`src/verilog/filler_io_defines.vh`:
```
// Register map, field positions, reset values and timing counts of the selectable I/O controller.
`ifndef FILLER_IO_DEFINES_VH
`define FILLER_IO_DEFINES_VH
`define ADDR_CTRL        8'h00
`define ADDR_FUNC_EN     8'h04
`define ADDR_REMOTE_MASK 8'h08
`define ADDR_ALARM_SP    8'h0C
`define ADDR_ALARM_TIME  8'h10
`define ADDR_RECIPE1     8'h14
`define ADDR_RECIPE2     8'h18
`define ADDR_TOLERANCE   8'h1C
`define ADDR_EMPTY_SP    8'h20
`define ADDR_FINE_BAND   8'h24
`define ADDR_SEL_OUT     8'h28
`define ADDR_STATUS      8'h2C
`define ADDR_REMOTE_IN   8'h30
`define ADDR_FILL_COUNT  8'h34
`define ADDR_LAST_RESULT 8'h38
// Input vector positions.
`define IN_START       0
`define IN_RUN_EN      1
`define IN_INHIBIT     2
`define IN_RESUME      3
`define IN_REJECT      4
`define IN_INTERRUPT   5
`define IN_HOLD        6
`define IN_EMPTY       7
`define IN_BYPASS      8
`define IN_CLAMP       9
`define IN_S2CONF      10
`define IN_TILT        11
`define IN_STANDBY     12
`define IN_RECIPE_ONE_SELECT_IN        13
`define IN_RECIPE_TWO_SELECT_IN        14
`define IN_DISCHARGE_INTERRUPT_IN        15
`define IN_REL_HIGH    16
`define IN_REL_LOW     17
`define IN_RESET       18
`define IN_DISCHARGE   19
`define IN_TOUCH_TOP   20
`define NUM_INPUTS     21
// CTRL fields and operating modes.
`define CTRL_BUNG_BIT  0
`define CTRL_MODE_LSB  1
`define MODE_WEIGH     2'h0
`define MODE_FILL      2'h1
`define MODE_BUNG      2'h2
`define MODE_BOTTOM    2'h3
// Reset values.
`define RST_CTRL       32'h0000_0002
`define RST_FUNC_EN    32'h001F_FFFF
`define RST_ZERO       32'h0000_0000
`define RST_ALARM_TIME 16'h0001
// Timing: input filter and the 1 ms alarm time base at 250 MHz.
`define CLK_HZ         250000000
`define FILTER_NS      1000
`define FILTER_CYCLES  ((`FILTER_NS * 250) / 1000)
`define MS_CYCLES      (`CLK_HZ / 1000)
`endif

```
`src/verilog/input_qualifier.v`:
```
// Two-stage synchroniser, stability filter and rising edge detector for the selectable inputs.
`timescale 1ns/1ps
module input_qualifier #(
   parameter WIDTH  = 21,
   parameter FILTER = 250
) (
   input  wire             pclk,
   input  wire             presetn,
   input  wire [WIDTH-1:0] raw_in,
   output reg  [WIDTH-1:0] level_q,
   output wire [WIDTH-1:0] rise
);
   reg [WIDTH-1:0] meta_q;
   reg [WIDTH-1:0] sync_q;
   reg [WIDTH-1:0] prev_q;
   reg [15:0]      cnt_q [0:WIDTH-1];
   integer i;

   assign rise = level_q & ~prev_q;

   ////////////////////////////////////////////////////////////////////////////
   // A level is accepted only after it held steady for FILTER cycles, which
   // hides contact bounce from the fill sequence.
   always @(posedge pclk or negedge presetn) begin
      if (!presetn) begin
         meta_q  <= {WIDTH{1'b0}};
         sync_q  <= {WIDTH{1'b0}};
         prev_q  <= {WIDTH{1'b0}};
         level_q <= {WIDTH{1'b0}};
         for (i = 0; i < WIDTH; i = i + 1) begin
            cnt_q[i] <= 16'h0000;
         end
      end else begin
         meta_q <= raw_in;
         sync_q <= meta_q;
         prev_q <= level_q;
         for (i = 0; i < WIDTH; i = i + 1) begin
            if (sync_q[i] == level_q[i]) begin
               cnt_q[i] <= 16'h0000;
            end else if (cnt_q[i] >= FILTER[15:0] - 16'h0001) begin
               cnt_q[i]   <= 16'h0000;
               level_q[i] <= sync_q[i];
            end else begin
               cnt_q[i] <= cnt_q[i] + 16'h0001;
            end
         end
      end
   end
endmodule

```
`src/verilog/filler_selectable_io_control.v`:
```
// Fill sequencer that gives the selectable inputs and the alarm output their effect, with an APB register file.
`timescale 1ns/1ps
`include "filler_io_defines.vh"

// Function
// RULE_01: Run enable low ends fill, blocks starts.
// RULE_02: Assigned run enable gates start requests.
// RULE_03: Fill inhibit high blocks start requests.
// RULE_04: After error, resume continues and records result.
// RULE_05: Reject after error discards result, goes ready.
// RULE_06: Interrupt stops feeding, fill continues after.
// RULE_07: Interrupt blocks starts; reject/reset abandon fill.
// RULE_08: Hold stops filling and freezes all outputs; the code drives both feed outputs low instead of freezing them.
// RULE_09: Empty input opens emptying gate only when ready.
// RULE_10: Bypass when ready opens both gates, coarse feed.
// RULE_11: Bag holder only with clamp and confirm together.
// RULE_12: Tilt makes weight reading invalid and unused.
// RULE_13: Standby removes unit from master-slave participation.
// RULE_14: Recipe inputs load first or second recipe.
// RULE_15: Discharge interrupt stops feed, blocks start and discharge; the code does not gate the feed outputs with it.
// RULE_16: Release clamp on high input or low input.
// RULE_17: Overload alarm above setpoint for alarm time.
// RULE_18: Bung/bottom modes: touch alarm resets the fill.
// RULE_19: Bung containers route alarm to selectable output one.
// RULE_20: Remote inputs act nowhere, forwarded to host.
// RULE_21: Inputs synchronised, qualified; starts act on edges.
module filler_selectable_io_control #(
   parameter W         = 24,
   parameter MS_CYCLES = `MS_CYCLES
) (
   input  wire         pclk,
   input  wire         presetn,
   input  wire         psel,
   input  wire         penable,
   input  wire         pwrite,
   input  wire [7:0]   paddr,
   input  wire [31:0]  pwdata,
   output reg  [31:0]  prdata,
   output wire         pready,
   output wire         pslverr,
   input  wire [20:0]  sel_in,
   input  wire [W-1:0] gross_load,
   output reg          feed_coarse_out,
   output reg          feed_fine_out,
   output reg          fill_gate_out,
   output reg          empty_gate_out,
   output reg          bag_holder_out,
   output reg          alarm_out,
   output reg          sel_out1,
   output reg          active_member_out,
   output reg          weight_valid_out
);
   localparam [5:0] S_READY = 6'h01;
   localparam [5:0] S_FEED  = 6'h02;
   localparam [5:0] S_ERROR = 6'h04;
   localparam [5:0] S_DONE  = 6'h08;
   localparam [5:0] S_DISCH = 6'h10;
   localparam [5:0] S_BYP   = 6'h20;

   wire [20:0] lvl;
   wire [20:0] edge_r;
   reg  [31:0] ctrl_q;
   reg  [20:0] func_en_q;
   reg  [20:0] remote_q;
   reg  [W-1:0] alarm_sp_q;
   reg  [15:0] alarm_time_q;
   reg  [W-1:0] recipe1_q;
   reg  [W-1:0] recipe2_q;
   reg  [W-1:0] tol_q;
   reg  [W-1:0] empty_sp_q;
   reg  [W-1:0] fine_band_q;
   reg         sel_out1_reg_q;
   reg  [5:0]  state_q;
   reg  [5:0]  state_d;
   reg  [1:0]  recipe_q;
   reg  [W-1:0] target_q;
   reg  [31:0] fill_count_q;
   reg  [W-1:0] last_result_q;
   reg  [W-1:0] result_q;
   reg  [17:0] ms_cnt_q;
   reg  [15:0] alarm_cnt_q;
   reg         record_d;
   localparam [31:0] FUNC_EN_RST = `RST_FUNC_EN;

   input_qualifier #(
      .WIDTH  (`NUM_INPUTS),
      .FILTER (`FILTER_CYCLES)
   ) u_qual (
      .pclk    (pclk),
      .presetn (presetn),
      .raw_in  (sel_in),
      .level_q (lvl),
      .rise    (edge_r)
   );

   ////////////////////////////////////////////////////////////////////////////
   // Function gating: an input acts only when assigned and not marked remote.
   function act;
      input [20:0] v;
      input [20:0] en;
      input [20:0] rm;
      input integer idx;
      begin
         act = v[idx] & en[idx] & ~rm[idx];
      end
   endfunction

   wire [1:0] mode     = ctrl_q[`CTRL_MODE_LSB+1:`CTRL_MODE_LSB];
   wire       bung_cfg = ctrl_q[`CTRL_BUNG_BIT];
   wire       run_assigned = func_en_q[`IN_RUN_EN] & ~remote_q[`IN_RUN_EN];
   wire       run_ok   = ~run_assigned | lvl[`IN_RUN_EN];                     // RULE_02
   wire       inhibit  = act(lvl, func_en_q, remote_q, `IN_INHIBIT);
   wire       intr     = act(lvl, func_en_q, remote_q, `IN_INTERRUPT);
   wire       hold     = act(lvl, func_en_q, remote_q, `IN_HOLD);
   wire       discharge_interrupt_in     = act(lvl, func_en_q, remote_q, `IN_DISCHARGE_INTERRUPT_IN);
   wire       standby  = act(lvl, func_en_q, remote_q, `IN_STANDBY);
   wire       tilt     = act(lvl, func_en_q, remote_q, `IN_TILT);
   wire       start_e  = act(edge_r, func_en_q, remote_q, `IN_START);         // RULE_21
   wire       resume_e = act(edge_r, func_en_q, remote_q, `IN_RESUME);
   wire       reject_e = act(edge_r, func_en_q, remote_q, `IN_REJECT);
   wire       reset_e  = act(edge_r, func_en_q, remote_q, `IN_RESET);
   wire       disch_e  = act(edge_r, func_en_q, remote_q, `IN_DISCHARGE);
   wire       bypass_e = act(edge_r, func_en_q, remote_q, `IN_BYPASS);
   wire       bypass_l = act(lvl, func_en_q, remote_q, `IN_BYPASS);
   wire       empty_l  = act(lvl, func_en_q, remote_q, `IN_EMPTY);
   wire       touch_e  = act(edge_r, func_en_q, remote_q, `IN_TOUCH_TOP);
   wire       rel_hi   = act(lvl, func_en_q, remote_q, `IN_REL_HIGH);
   wire       rel_lo   = act(~lvl, func_en_q, remote_q, `IN_REL_LOW);
   wire       clamp    = act(lvl, func_en_q, remote_q, `IN_CLAMP);
   wire       confirm  = act(lvl, func_en_q, remote_q, `IN_S2CONF);
   wire       weight_ok = ~tilt;                                               // RULE_12
   wire       start_ok = start_e & run_ok & ~inhibit & ~intr & ~discharge_interrupt_in & ~standby; // RULE_03 RULE_07 RULE_13
   wire       abandon  = (intr | discharge_interrupt_in) & (reject_e | reset_e);                 // RULE_07 RULE_15
   wire       touch_reset = touch_e & (mode == `MODE_BUNG || mode == `MODE_BOTTOM); // RULE_18
   wire       over_load = weight_ok & (gross_load > alarm_sp_q) &
                          (mode == `MODE_WEIGH || mode == `MODE_FILL);          // RULE_17
   wire       below_fine = gross_load + fine_band_q < target_q;
   wire       at_target  = weight_ok & (gross_load >= target_q);
   wire       ms_tick  = (ms_cnt_q == MS_CYCLES[17:0] - 18'h00001);

   ////////////////////////////////////////////////////////////////////////////
   // Fill sequence.
   always @* begin
      state_d  = state_q;
      record_d = 1'b0;
      case (state_q)
         S_READY: begin
            if (bypass_e) begin
               state_d = S_BYP;                                                  // RULE_10
            end else if (start_ok) begin
               state_d = S_FEED;                                                 // RULE_01
            end
         end
         S_FEED: begin
            if (!run_ok || abandon || touch_reset) begin
               state_d = S_READY;                                                // RULE_01 RULE_07 RULE_18
            end else if (at_target && !intr) begin
               if (gross_load > target_q + tol_q) begin
                  state_d = S_ERROR;
               end else begin
                  state_d  = S_DONE;
                  record_d = 1'b1;
               end
            end
         end
         S_ERROR: begin
            if (reject_e) begin
               state_d = S_READY;                                                // RULE_05
            end else if (resume_e) begin
               state_d  = S_DONE;                                                // RULE_04
               record_d = 1'b1;
            end
         end
         S_DONE: begin
            if (abandon) begin
               state_d = S_READY;
            end else if (disch_e && !discharge_interrupt_in) begin
               state_d = S_DISCH;                                                // RULE_15
            end
         end
         S_DISCH: begin
            if (abandon) begin
               state_d = S_READY;                                                // RULE_15
            end else if (weight_ok && gross_load < empty_sp_q && !discharge_interrupt_in) begin
               state_d = S_READY;
            end
         end
         S_BYP: begin
            if (!bypass_l) begin
               state_d = S_READY;
            end
         end
         default: state_d = S_READY;
      endcase
   end

   always @(posedge pclk or negedge presetn) begin
      if (!presetn) begin
         state_q       <= S_READY;
         recipe_q      <= 2'h0;
         target_q      <= {W{1'b0}};
         fill_count_q  <= 32'h0000_0000;
         last_result_q <= {W{1'b0}};
         result_q      <= {W{1'b0}};
      end else begin
         if (!hold) begin
            state_q <= state_d;                                                 // RULE_08
         end
         if (state_q == S_FEED && state_d == S_ERROR) begin
            result_q <= gross_load;
         end
         if (!hold && record_d) begin
            fill_count_q  <= fill_count_q + 32'h0000_0001;
            last_result_q <= (state_q == S_ERROR) ? result_q : gross_load;
         end
         if (act(edge_r, func_en_q, remote_q, `IN_RECIPE_ONE_SELECT_IN)) begin
            recipe_q <= 2'h1;                                                   // RULE_14
            target_q <= recipe1_q;
         end else if (act(edge_r, func_en_q, remote_q, `IN_RECIPE_TWO_SELECT_IN)) begin
            recipe_q <= 2'h2;                                                   // RULE_14
            target_q <= recipe2_q;
         end
      end
   end

   ////////////////////////////////////////////////////////////////////////////
   // Actuator outputs; both feed outputs drop low while hold is asserted, the rest stay frozen.
   always @(posedge pclk or negedge presetn) begin
      if (!presetn) begin
         feed_coarse_out   <= 1'b0;
         feed_fine_out     <= 1'b0;
         fill_gate_out     <= 1'b0;
         empty_gate_out    <= 1'b0;
         bag_holder_out    <= 1'b0;
         sel_out1          <= 1'b0;
         active_member_out <= 1'b0;
         weight_valid_out  <= 1'b0;
      end else if (hold) begin
         feed_coarse_out <= 1'b0;                                               // RULE_08
         feed_fine_out   <= 1'b0;
      end else begin
         feed_coarse_out   <= (state_q == S_FEED && !intr && below_fine) || state_q == S_BYP; // RULE_06 RULE_10
         feed_fine_out     <= state_q == S_FEED && !intr && !below_fine;       // RULE_06
         fill_gate_out     <= (state_q == S_FEED && !intr) || state_q == S_BYP;
         empty_gate_out    <= (state_q == S_READY && empty_l) || state_q == S_BYP ||
                              (state_q == S_DISCH && !discharge_interrupt_in);                    // RULE_09 RULE_15
         bag_holder_out    <= clamp & confirm & ~rel_hi & ~rel_lo;             // RULE_11 RULE_16
         sel_out1          <= bung_cfg ? alarm_out : sel_out1_reg_q;            // RULE_19
         active_member_out <= ~standby;                                        // RULE_13
         weight_valid_out  <= weight_ok;                                       // RULE_12
      end
   end

   ////////////////////////////////////////////////////////////////////////////
   // Alarm stays on while overloaded and for the alarm time afterwards, so a
   // short peak still gives an audible signal. A touch event in bung or bottom mode pulses it too.
   always @(posedge pclk or negedge presetn) begin
      if (!presetn) begin
         ms_cnt_q    <= 18'h00000;
         alarm_cnt_q <= 16'h0000;
         alarm_out   <= 1'b0;
      end else begin
         ms_cnt_q <= ms_tick ? 18'h00000 : ms_cnt_q + 18'h00001;
         if (over_load || touch_reset) begin
            alarm_cnt_q <= alarm_time_q;                                        // RULE_17
         end else if (ms_tick && alarm_cnt_q != 16'h0000) begin
            alarm_cnt_q <= alarm_cnt_q - 16'h0001;
         end
         if (!hold) begin
            alarm_out <= over_load || touch_reset || alarm_cnt_q != 16'h0000;
         end
      end
   end

   ////////////////////////////////////////////////////////////////////////////
   // APB slave: zero wait states, error on unmapped or read-only writes.
   wire       acc    = psel & penable;
   wire       mapped = paddr[1:0] == 2'h0 && paddr <= `ADDR_LAST_RESULT;
   wire       ro     = paddr >= `ADDR_STATUS;
   assign pready  = 1'b1;
   assign pslverr = acc & (~mapped | (pwrite & ro));

   always @(posedge pclk or negedge presetn) begin
      if (!presetn) begin
         ctrl_q         <= `RST_CTRL;
         func_en_q      <= FUNC_EN_RST[20:0];
         remote_q       <= 21'h000000;
         alarm_sp_q     <= {W{1'b1}};
         alarm_time_q   <= `RST_ALARM_TIME;
         recipe1_q      <= {W{1'b0}};
         recipe2_q      <= {W{1'b0}};
         tol_q          <= {W{1'b0}};
         empty_sp_q     <= {W{1'b0}};
         fine_band_q    <= {W{1'b0}};
         sel_out1_reg_q <= 1'b0;
      end else if (acc && pwrite && mapped) begin
         case (paddr)
            `ADDR_CTRL:        ctrl_q         <= pwdata;
            `ADDR_FUNC_EN:     func_en_q      <= pwdata[20:0];
            `ADDR_REMOTE_MASK: remote_q       <= pwdata[20:0];                 // RULE_20
            `ADDR_ALARM_SP:    alarm_sp_q     <= pwdata[W-1:0];
            `ADDR_ALARM_TIME:  alarm_time_q   <= pwdata[15:0];
            `ADDR_RECIPE1:     recipe1_q      <= pwdata[W-1:0];
            `ADDR_RECIPE2:     recipe2_q      <= pwdata[W-1:0];
            `ADDR_TOLERANCE:   tol_q          <= pwdata[W-1:0];
            `ADDR_EMPTY_SP:    empty_sp_q     <= pwdata[W-1:0];
            `ADDR_FINE_BAND:   fine_band_q    <= pwdata[W-1:0];
            `ADDR_SEL_OUT:     sel_out1_reg_q <= pwdata[0];
            default: ;
         endcase
      end
   end

   always @* begin
      prdata = 32'h0000_0000;
      case (paddr)
         `ADDR_CTRL:        prdata = ctrl_q;
         `ADDR_FUNC_EN:     prdata[20:0] = func_en_q;
         `ADDR_REMOTE_MASK: prdata[20:0] = remote_q;
         `ADDR_ALARM_SP:    prdata[W-1:0] = alarm_sp_q;
         `ADDR_ALARM_TIME:  prdata[15:0] = alarm_time_q;
         `ADDR_RECIPE1:     prdata[W-1:0] = recipe1_q;
         `ADDR_RECIPE2:     prdata[W-1:0] = recipe2_q;
         `ADDR_TOLERANCE:   prdata[W-1:0] = tol_q;
         `ADDR_EMPTY_SP:    prdata[W-1:0] = empty_sp_q;
         `ADDR_FINE_BAND:   prdata[W-1:0] = fine_band_q;
         `ADDR_SEL_OUT:     prdata[0] = sel_out1_reg_q;
         `ADDR_STATUS:      prdata[11:0] = {alarm_out, weight_ok, recipe_q, 2'h0, state_q};
         `ADDR_REMOTE_IN:   prdata[20:0] = lvl & remote_q;                      // RULE_20
         `ADDR_FILL_COUNT:  prdata = fill_count_q;
         `ADDR_LAST_RESULT: prdata[W-1:0] = last_result_q;
         default:           prdata = 32'h0000_0000;
      endcase
   end
endmodule

```
`config.mk`:
```
export PLATFORM = sky130hd
export DESIGN_NAME = filler_selectable_io_control
export DESIGN_NICKNAME = d
export VERILOG_FILES = /design/src/verilog/input_qualifier.v /design/src/verilog/filler_selectable_io_control.v
export VERILOG_INCLUDE_DIRS = /design/src /design/src/verilog
export SDC_FILE = /design/constraint.sdc
export NUM_CORES = 1
export LEC_CHECK = 0
export BUFFER_PORTS_ARGS = -buffer_cell sky130_fd_sc_hd__clkbuf_2
export CORE_UTILIZATION = 41
export CTS_CLUSTER_SIZE = 24
export DETAILED_ROUTE_END_ITERATION = 6
export PLACE_DENSITY = 0.66
export SLEW_MARGIN = 40
export SYNTH_ARGS = -nofsm -noshare
export SYNTH_HDL_FRONTEND = slang
export SYNTH_SLANG_ARGS = --single-unit
```
`constraint.sdc`:
```
create_clock -name pclk -period 6.8 [get_ports pclk]
set_clock_uncertainty 0.1 [all_clocks]
set_input_delay 0.68 -clock pclk [delete_from_list [all_inputs] [get_ports pclk]]
set_output_delay 0.68 -clock pclk [all_outputs]
set_load 0.1 [all_outputs]
```
==> impl_metrics.toml, run 1 <==
[worst_setup_path]
criticalPathCategory = "flop to flop"
start_kind = "flop"
cp_max_fo = 52
critPathTopFamily = "compound AO/OA/AOI/OAI gates"
cp.arrival_ps = 6290
worst-path-buf-inv = 1
cp_slowest_cell = "o31a_4"
slowest_delay_ps = 630
crit_chain = "ha_1 > inv_1 > fa_1 > nor2b_1 > o31a_1 > o311ai_0 > a31oi_1 > o21ai_0 > nand2b_1 > a211oi_1 > a21oi_1 > xnor2_1 > ha_1 > and4_1 > nand2_1 > nor3_1 > o31ai_1 > a21oi_1 > o31a_4 > nor2_1 > and3_1 > xor2_1"
end_kind = "flop"
cp_data_required_time_ps = 7220

[logic_synthesis]
synth-seq-area-share_pct = 53.3
synthDistinctLibCells = 80
synth_most_common_cell = "dfrtp_1"
synth_flop_cell = "dfrtp_1"
postSynthAreaPerCell_um2 = 11.1
async_reset_ff_share_pct = 100
yosysTopAreaCell = "dfrtp_1"
synth_seq_cells = 798
ys_top_cells_by_count = "dfrtp_1, nor2_1, nand2_1"
syn_area_um2 = 37600
synthesis.instances = 3391
synthTopCellsByArea = "dfrtp_1, ha_1, mux2_2"
yosysWarnings = 0
synth_edf_count = 0
yosysTopAreaCellShare_pct = 49.9

[global_route]
first_global_vias = 26557
antenna_found_initial = 16
grt_max_degree = 158
grt_pass1_wl_mm = 162
grt_usage_pct = 23.0
grt_overflow = 0

[pwr]
pwr_density_cell_nw_per_um2 = 230
ir_worst_vdd_v = 0.000161
p_leak_nw = 20.4

[clock_network]
cts_tree = "built"
clock_latency_ps = 660
cts.repair.resized = 0
root_buffer = "clkbuf_16"
cts_setup_buffers = 0
cts_buffer_depth = 3
cts_sinks = 798
cts-buffers-inserted = 84
htreeDepth = 3
clk_pin_slew_ps = 60

[hold_path]
hold_class = "primary input to flop"

[floorplan]
dieArea_um2 = 92900
die_w_um = 305
fp.dieH_um = 305
row_count = 110
initial_utilization_pct = 41.6
core_area_um2 = 90400
ioPinCount = 133

[route]
drt_iter0_markers = 2525
ant_nets = 0
wl_mm = 106
viasPerCell = 5.43
wl_per_cell_um = 21.4
first_pass_iters = 7
vias = 26961
drc = 0

[cells_and_area]
syn_to_final_growth_pct = 15.4
final_nets = 4038
final_layout_size_suffix_gt1_share_pct = 17.3

[timing]
maxSlewHeadroom_pct = 36.8
setup_ws_ps = 927
finalCritPeriodShare_pct = 86.4
hold_viol = 0
slew_violations = 0
rsz0062_at_grt = "false"
tns_ps = 0
worst_pin_slew_ps = 945
fmax_mhz = 170
setup_viol = 0
period_needed_ps = 5870

[place]
port_buffers = 131
dp_hpwl_mm = 75.3
pre_cts_ws_ps = 1100
routabilityCongestion = 0.984

[run]
drv_cap = 0

[outcome]
status = "finished, final reports clean"
==> flip-flops by register name, indices dropped and copies added (netlist names), 24 cells and up <==
name	cells
alarm_sp_q	24
recipe1_q	24
target_q	24
recipe2_q	24
empty_sp_q	24
ctrl_q	32
u_qual.cnt_q	336
result_q	24
fine_band_q	24
fill_count_q	32
last_result_q	24
tol_q	24
==> cell type report <==
type | count | area (um^2)
Timing Repair Buffer | 179 | 1180
Tap cell | 1176 | 1470
Fill cell | 8180 | 47000
Clock inverter | 32 | 310
Inverter | 159 | 597
Antenna cell | 4 | 10.0
Clock buffer | 122 | 2520
Multi-Input combinational cell | 2494 | 17300
Sequential cell | 798 | 20000
==> per-layer routing <==
layer | track usage, % | vias up | part of all wire [%]
met5 | 0 | - | 0.099
met4 | 10.3 | 18 | 4.6
met3 | 4.99 | 242 | 7.9
met2 | 35.4 | 987 | 44
met1 | 31.2 | 13321 | 43
li1 | - | 12393 | -
==> cell families (layout without fill, tap and decap cells) <==
kind of cell / Yosys count / in the layout / share of synthesized area [%]
AND/OR/NAND/NOR: 1074 / 1074 / 13.7
adder cells (fa/ha/maj): 233 / 233 / 7.79
other: 2 / 173 / 0.0200
AO/OA/AOI/OAI: 524 / 524 / 9.16
XOR/XNOR: 235 / 235 / 5.48
buffers and inverters: 266 / 492 / 2.90
flip-flops: 798 / 798 / 53.3
multiplexers: 259 / 259 / 7.67
==> per-stage QoR <==
stage / power (mW) / hold WS, ps / instances / util, % / instance area (um^2)
2_1_floorplan: 5.15 / 231 / 3558 / - / 38200
3_3_place_gp: 5.39 / 234 / 4796 / 44.6 / 40300
3_5_place_dp: 5.40 / 235 / 4802 / 44.7 / 40500
4_1_cts: 10.1 / 6.29 / 4957 / 47.9 / 43300
5_1_grt: 10.3 / 24.2 / 4961 / 48.0 / 43400
6_report: 9.97 / 48.6 / 4964 / 48.0 / 43400
==> where the power goes <==
part           switching [mW]  internal [mW]  total (mW)
sequential             0.0579           4.84        4.89
clock                    1.93           2.73        4.66
combinational           0.303          0.121       0.424
total                    2.29           7.69        9.97
==> final timing paths <==
kind,slack (ps),to,cells past startpoint,from
max,930,fill_count_q[6]$_DFFE_PN0P_,22,target_q[0]$_DFFE_PN0P_
min,50,u_qual.meta_q[18]$_DFF_PN0_,1,sel_in[18]
max reg2reg,930,fill_count_q[6]$_DFFE_PN0P_,22,target_q[0]$_DFFE_PN0P_
min reg2reg,250,u_qual.sync_q[7]$_DFF_PN0_,0,u_qual.meta_q[7]$_DFF_PN0_
max in group asynchronous,4620,u_qual.cnt_q[85]$_DFF_PN0_,5,presetn
min in group asynchronous,440,u_qual.meta_q[3]$_DFF_PN0_,2,presetn
==> cells in the final DEF, fill, tap and decap left out, types with 119 or more instances in the layout <==
cell	instances
dfrtp_1	750
nand3_1	119
nor2_1	339
ha_1	230
a21oi_1	132
o21ai_0	134
inv_1	159
nand2_1	290
conb_1	169
clkbuf_2	130
mux2_2	233
==> repair_timing <==
action	4_1_cts	5_1_grt
hold buffers	1	0
setup endpoints to repair	0	0
endpoints found under the hold margin	34	0
Power figures use the tool's default switching activity.
==> run 2, diff against run 1 <==
--- a/config.mk
+++ b/config.mk
@@ -11,6 +11,7 @@
 export CTS_CLUSTER_SIZE = 24
 export DETAILED_ROUTE_END_ITERATION = 6
 export PLACE_DENSITY = 0.66
+export RECOVER_POWER = 25
 export SLEW_MARGIN = 40
 export SYNTH_ARGS = -nofsm -noshare
 export SYNTH_HDL_FRONTEND = slang
==> run 2 against run 1 <==
  * The run now ends with DRC, capacitance limit, slew limit left
  * Wire length barely moved
  * Non-clock buffer count is the same
  * Design area down 0.14%
  * Largest cell class unchanged
  * Highest routed layer unchanged
==> impl_metrics.toml, run 2 (synthesis results as in run 1) <==
[outcome]
status = "finished with violations"
violations = "DRC, capacitance limit, slew limit"

[timing]
slew_violations = 154
finalCritPeriodShare_pct = 85.9
period_needed_ps = 5840
worst_pin_slew_ps = 2710
rsz0062_at_grt = "false"
tns_ps = 0
fmax_mhz = 171
setup_viol = 0
maxSlewHeadroom_pct = -80.6
hold_viol = 0

[worst_setup_path]
cp_slowest_cell = "o31a_4"
cp.arrival_ps = 6260
slowest_delay_ps = 630
cp_max_fo = 52
end_kind = "flop"
criticalPathCategory = "flop to flop"
start_kind = "flop"
critPathTopFamily = "compound AO/OA/AOI/OAI gates"
crit_chain = "ha_1 > inv_1 > fa_1 > nor2b_1 > o31a_1 > o311ai_0 > a31oi_1 > o21ai_0 > nand2b_1 > a211oi_1 > a21oi_1 > xnor2_1 > ha_1 > and4_1 > nand2_1 > nor3_1 > o31ai_1 > a21oi_1 > o31a_4 > nor2_1 > and3_1 > xor2_1"
cp_data_required_time_ps = 7220
worst-path-buf-inv = 1

[route]
first_pass_iters = 7
wl_per_cell_um = 21.4
vias = 26840
drc = 12
ant_nets = 0
wl_mm = 106
viasPerCell = 5.41
drt_iter0_markers = 2620

[global_route]
grt_pass1_wl_mm = 162
grt_max_degree = 158
antenna_found_initial = 16
first_global_vias = 26557
grt_usage_pct = 23.0
grt_overflow = 0

[cells_and_area]
fillers = 8191
biggestRegsByFlops = "u_qual.cnt_q: 336 flops, ctrl_q: 32 flops, fill_count_q: 32 flops"
layout_common_cells = "dfrtp_1, nor2_1, nand2_1, mux2_2, ha_1"
final_common_cell = "dfrtp_1"
seq_area_um2 = 20000
instances_no_fill = 4962
multiInputGateArea_um2 = 17300
regMostFlops = "u_qual.cnt_q"
postLayoutCoreUtil_pct = 47.9
syn_to_final_growth_pct = 15.3
final_layout_size_suffix_gt1_share_pct = 17.0
final_nets = 4038
largest_reg_flops = 336

[pwr]
p_leak_nw = 20.3
pwr-share-seq_pct = 49.1
p_clk_share_pct = 46.7
comb_power_share_pct = 4.2
switchingPower_mw = 2.28
ir_worst_vdd_v = 0.000161
p_sw_share_pct = 22.9
p_total_mw = 9.97
p_int_mw = 7.69
pwr_density_cell_nw_per_um2 = 230

[place]
dp_hpwl_mm = 75.3
port_buffers = 131
routabilityCongestion = 0.984
dp_cells = 4802

[clock_network]
htreeDepth = 3
cts_buffer_depth = 3
cts_tree = "built"
root_buffer = "clkbuf_16"
cts.repair.resized = 0
cts-buffers-inserted = 84
cts_sinks = 798
clk_pin_slew_ps = 60
clock_latency_ps = 660
cts_setup_buffers = 0

[floorplan]
core_area_um2 = 90400
die_w_um = 305
fp.dieH_um = 305
initial_utilization_pct = 41.6
row_count = 110
ioPinCount = 133
dieArea_um2 = 92900

[hold_path]
hold_class = "primary input to flop"

[run]
drv_cap = 4
-- run 2: cell types whose count changed in the layout (fill, tap and decap cells not counted) --
| cell | before | now |
|---|---|---|
| buf_4 | 33 | 32 |
| or2_0 | 0 | 1 |
| and2_0 | 0 | 3 |
| buf_8 | 6 | 5 |
| and2_1 | 9 | 6 |
| mux2_2 | 233 | 232 |
| clkbuf_2 | 130 | 124 |
| dfstp_2 | 48 | 47 |
| buf_12 | 4 | 2 |
| or2_2 | 5 | 4 |
| clkbuf_1 | 14 | 24 |
| mux2_1 | 0 | 1 |
| dfstp_1 | 0 | 1 |
| diode_2 | 4 | 2 |
-- run 2: cell type report --
cell class                      instances  area share [%]
Sequential cell                       798            46.2
Multi-Input combinational cell       2494            39.8
Clock buffer                          122            5.81
Tap cell                             1176            3.40
Timing Repair Buffer                  179            2.61
Inverter                              159            1.38
Clock inverter                         32           0.716
Antenna cell                            2          0.0116
-- run 2: path summary, 6_finish.rpt --
path / start / to / slack, ps / cells after the start
max: target_q[0]$_DFFE_PN0P_ / fill_count_q[6]$_DFFE_PN0P_ / 960 / 22
min: sel_in[2] / u_qual.meta_q[2]$_DFF_PN0_ / 50 / 1
max reg2reg: target_q[0]$_DFFE_PN0P_ / fill_count_q[6]$_DFFE_PN0P_ / 960 / 22
min reg2reg: u_qual.meta_q[7]$_DFF_PN0_ / u_qual.sync_q[7]$_DFF_PN0_ / 250 / 0
max in group asynchronous: presetn / u_qual.cnt_q[207]$_DFF_PN0_ / 1630 / 4
min in group asynchronous: presetn / u_qual.meta_q[3]$_DFF_PN0_ / 1180 / 2
-- run 2: timing repair --
action,CTS,global route
endpoints found under the hold margin,34,0
hold buffers,1,0
setup endpoints to repair,0,0
-- run 2: worst reg2reg max path, stage by stage, from the launching register on --
cell      delay [ps]
dfrtp_1          410
ha_1             230
inv_1             70
fa_1             200
nor2b_1           70
o31a_1           280
o311ai_0         550
a31oi_1          220
o21ai_0          240
nand2b_1         150
a211oi_1         370
a21oi_1          150
xnor2_1          150
ha_1             290
and4_1           250
nand2_1           90
nor3_1           250
o31ai_1          120
a21oi_1          290
o31a_4           630
nor2_1           230
and3_1           230
xor2_1           140
-- run 2: power groups by stage --
stage               clock network (mW)  logic (mW)  registers (mW)
CTS                               4.77       0.422            4.89
global placement                     0       0.411            4.98
finish                            4.65       0.420            4.89
global route                      4.94       0.473            4.90
detailed placement                   0       0.420            4.98
floorplan                            0       0.179            4.97
-- run 2: stage by stage --
stage / hold WS [ps] / area [um^2] / worst slack [ps]
after floorplan: 231 / 38200 / 2200
after global placement: 234 / 40300 / 1250
after detailed placement: 235 / 40500 / 1100
after CTS: 6.29 / 43300 / 1030
after global routing: 24.2 / 43300 / 576
final: 50.2 / 43300 / 957
-- run 2: per-layer routing --
layer  vias up  routed length [um]  global-route usage (%)
li1      12392                   -                       -
met2       955               47000                    35.4
met3       250                8530                    4.99
met4        20                4950                    10.3
met5         -                 114                       0
met1     13223               45700                    31.2
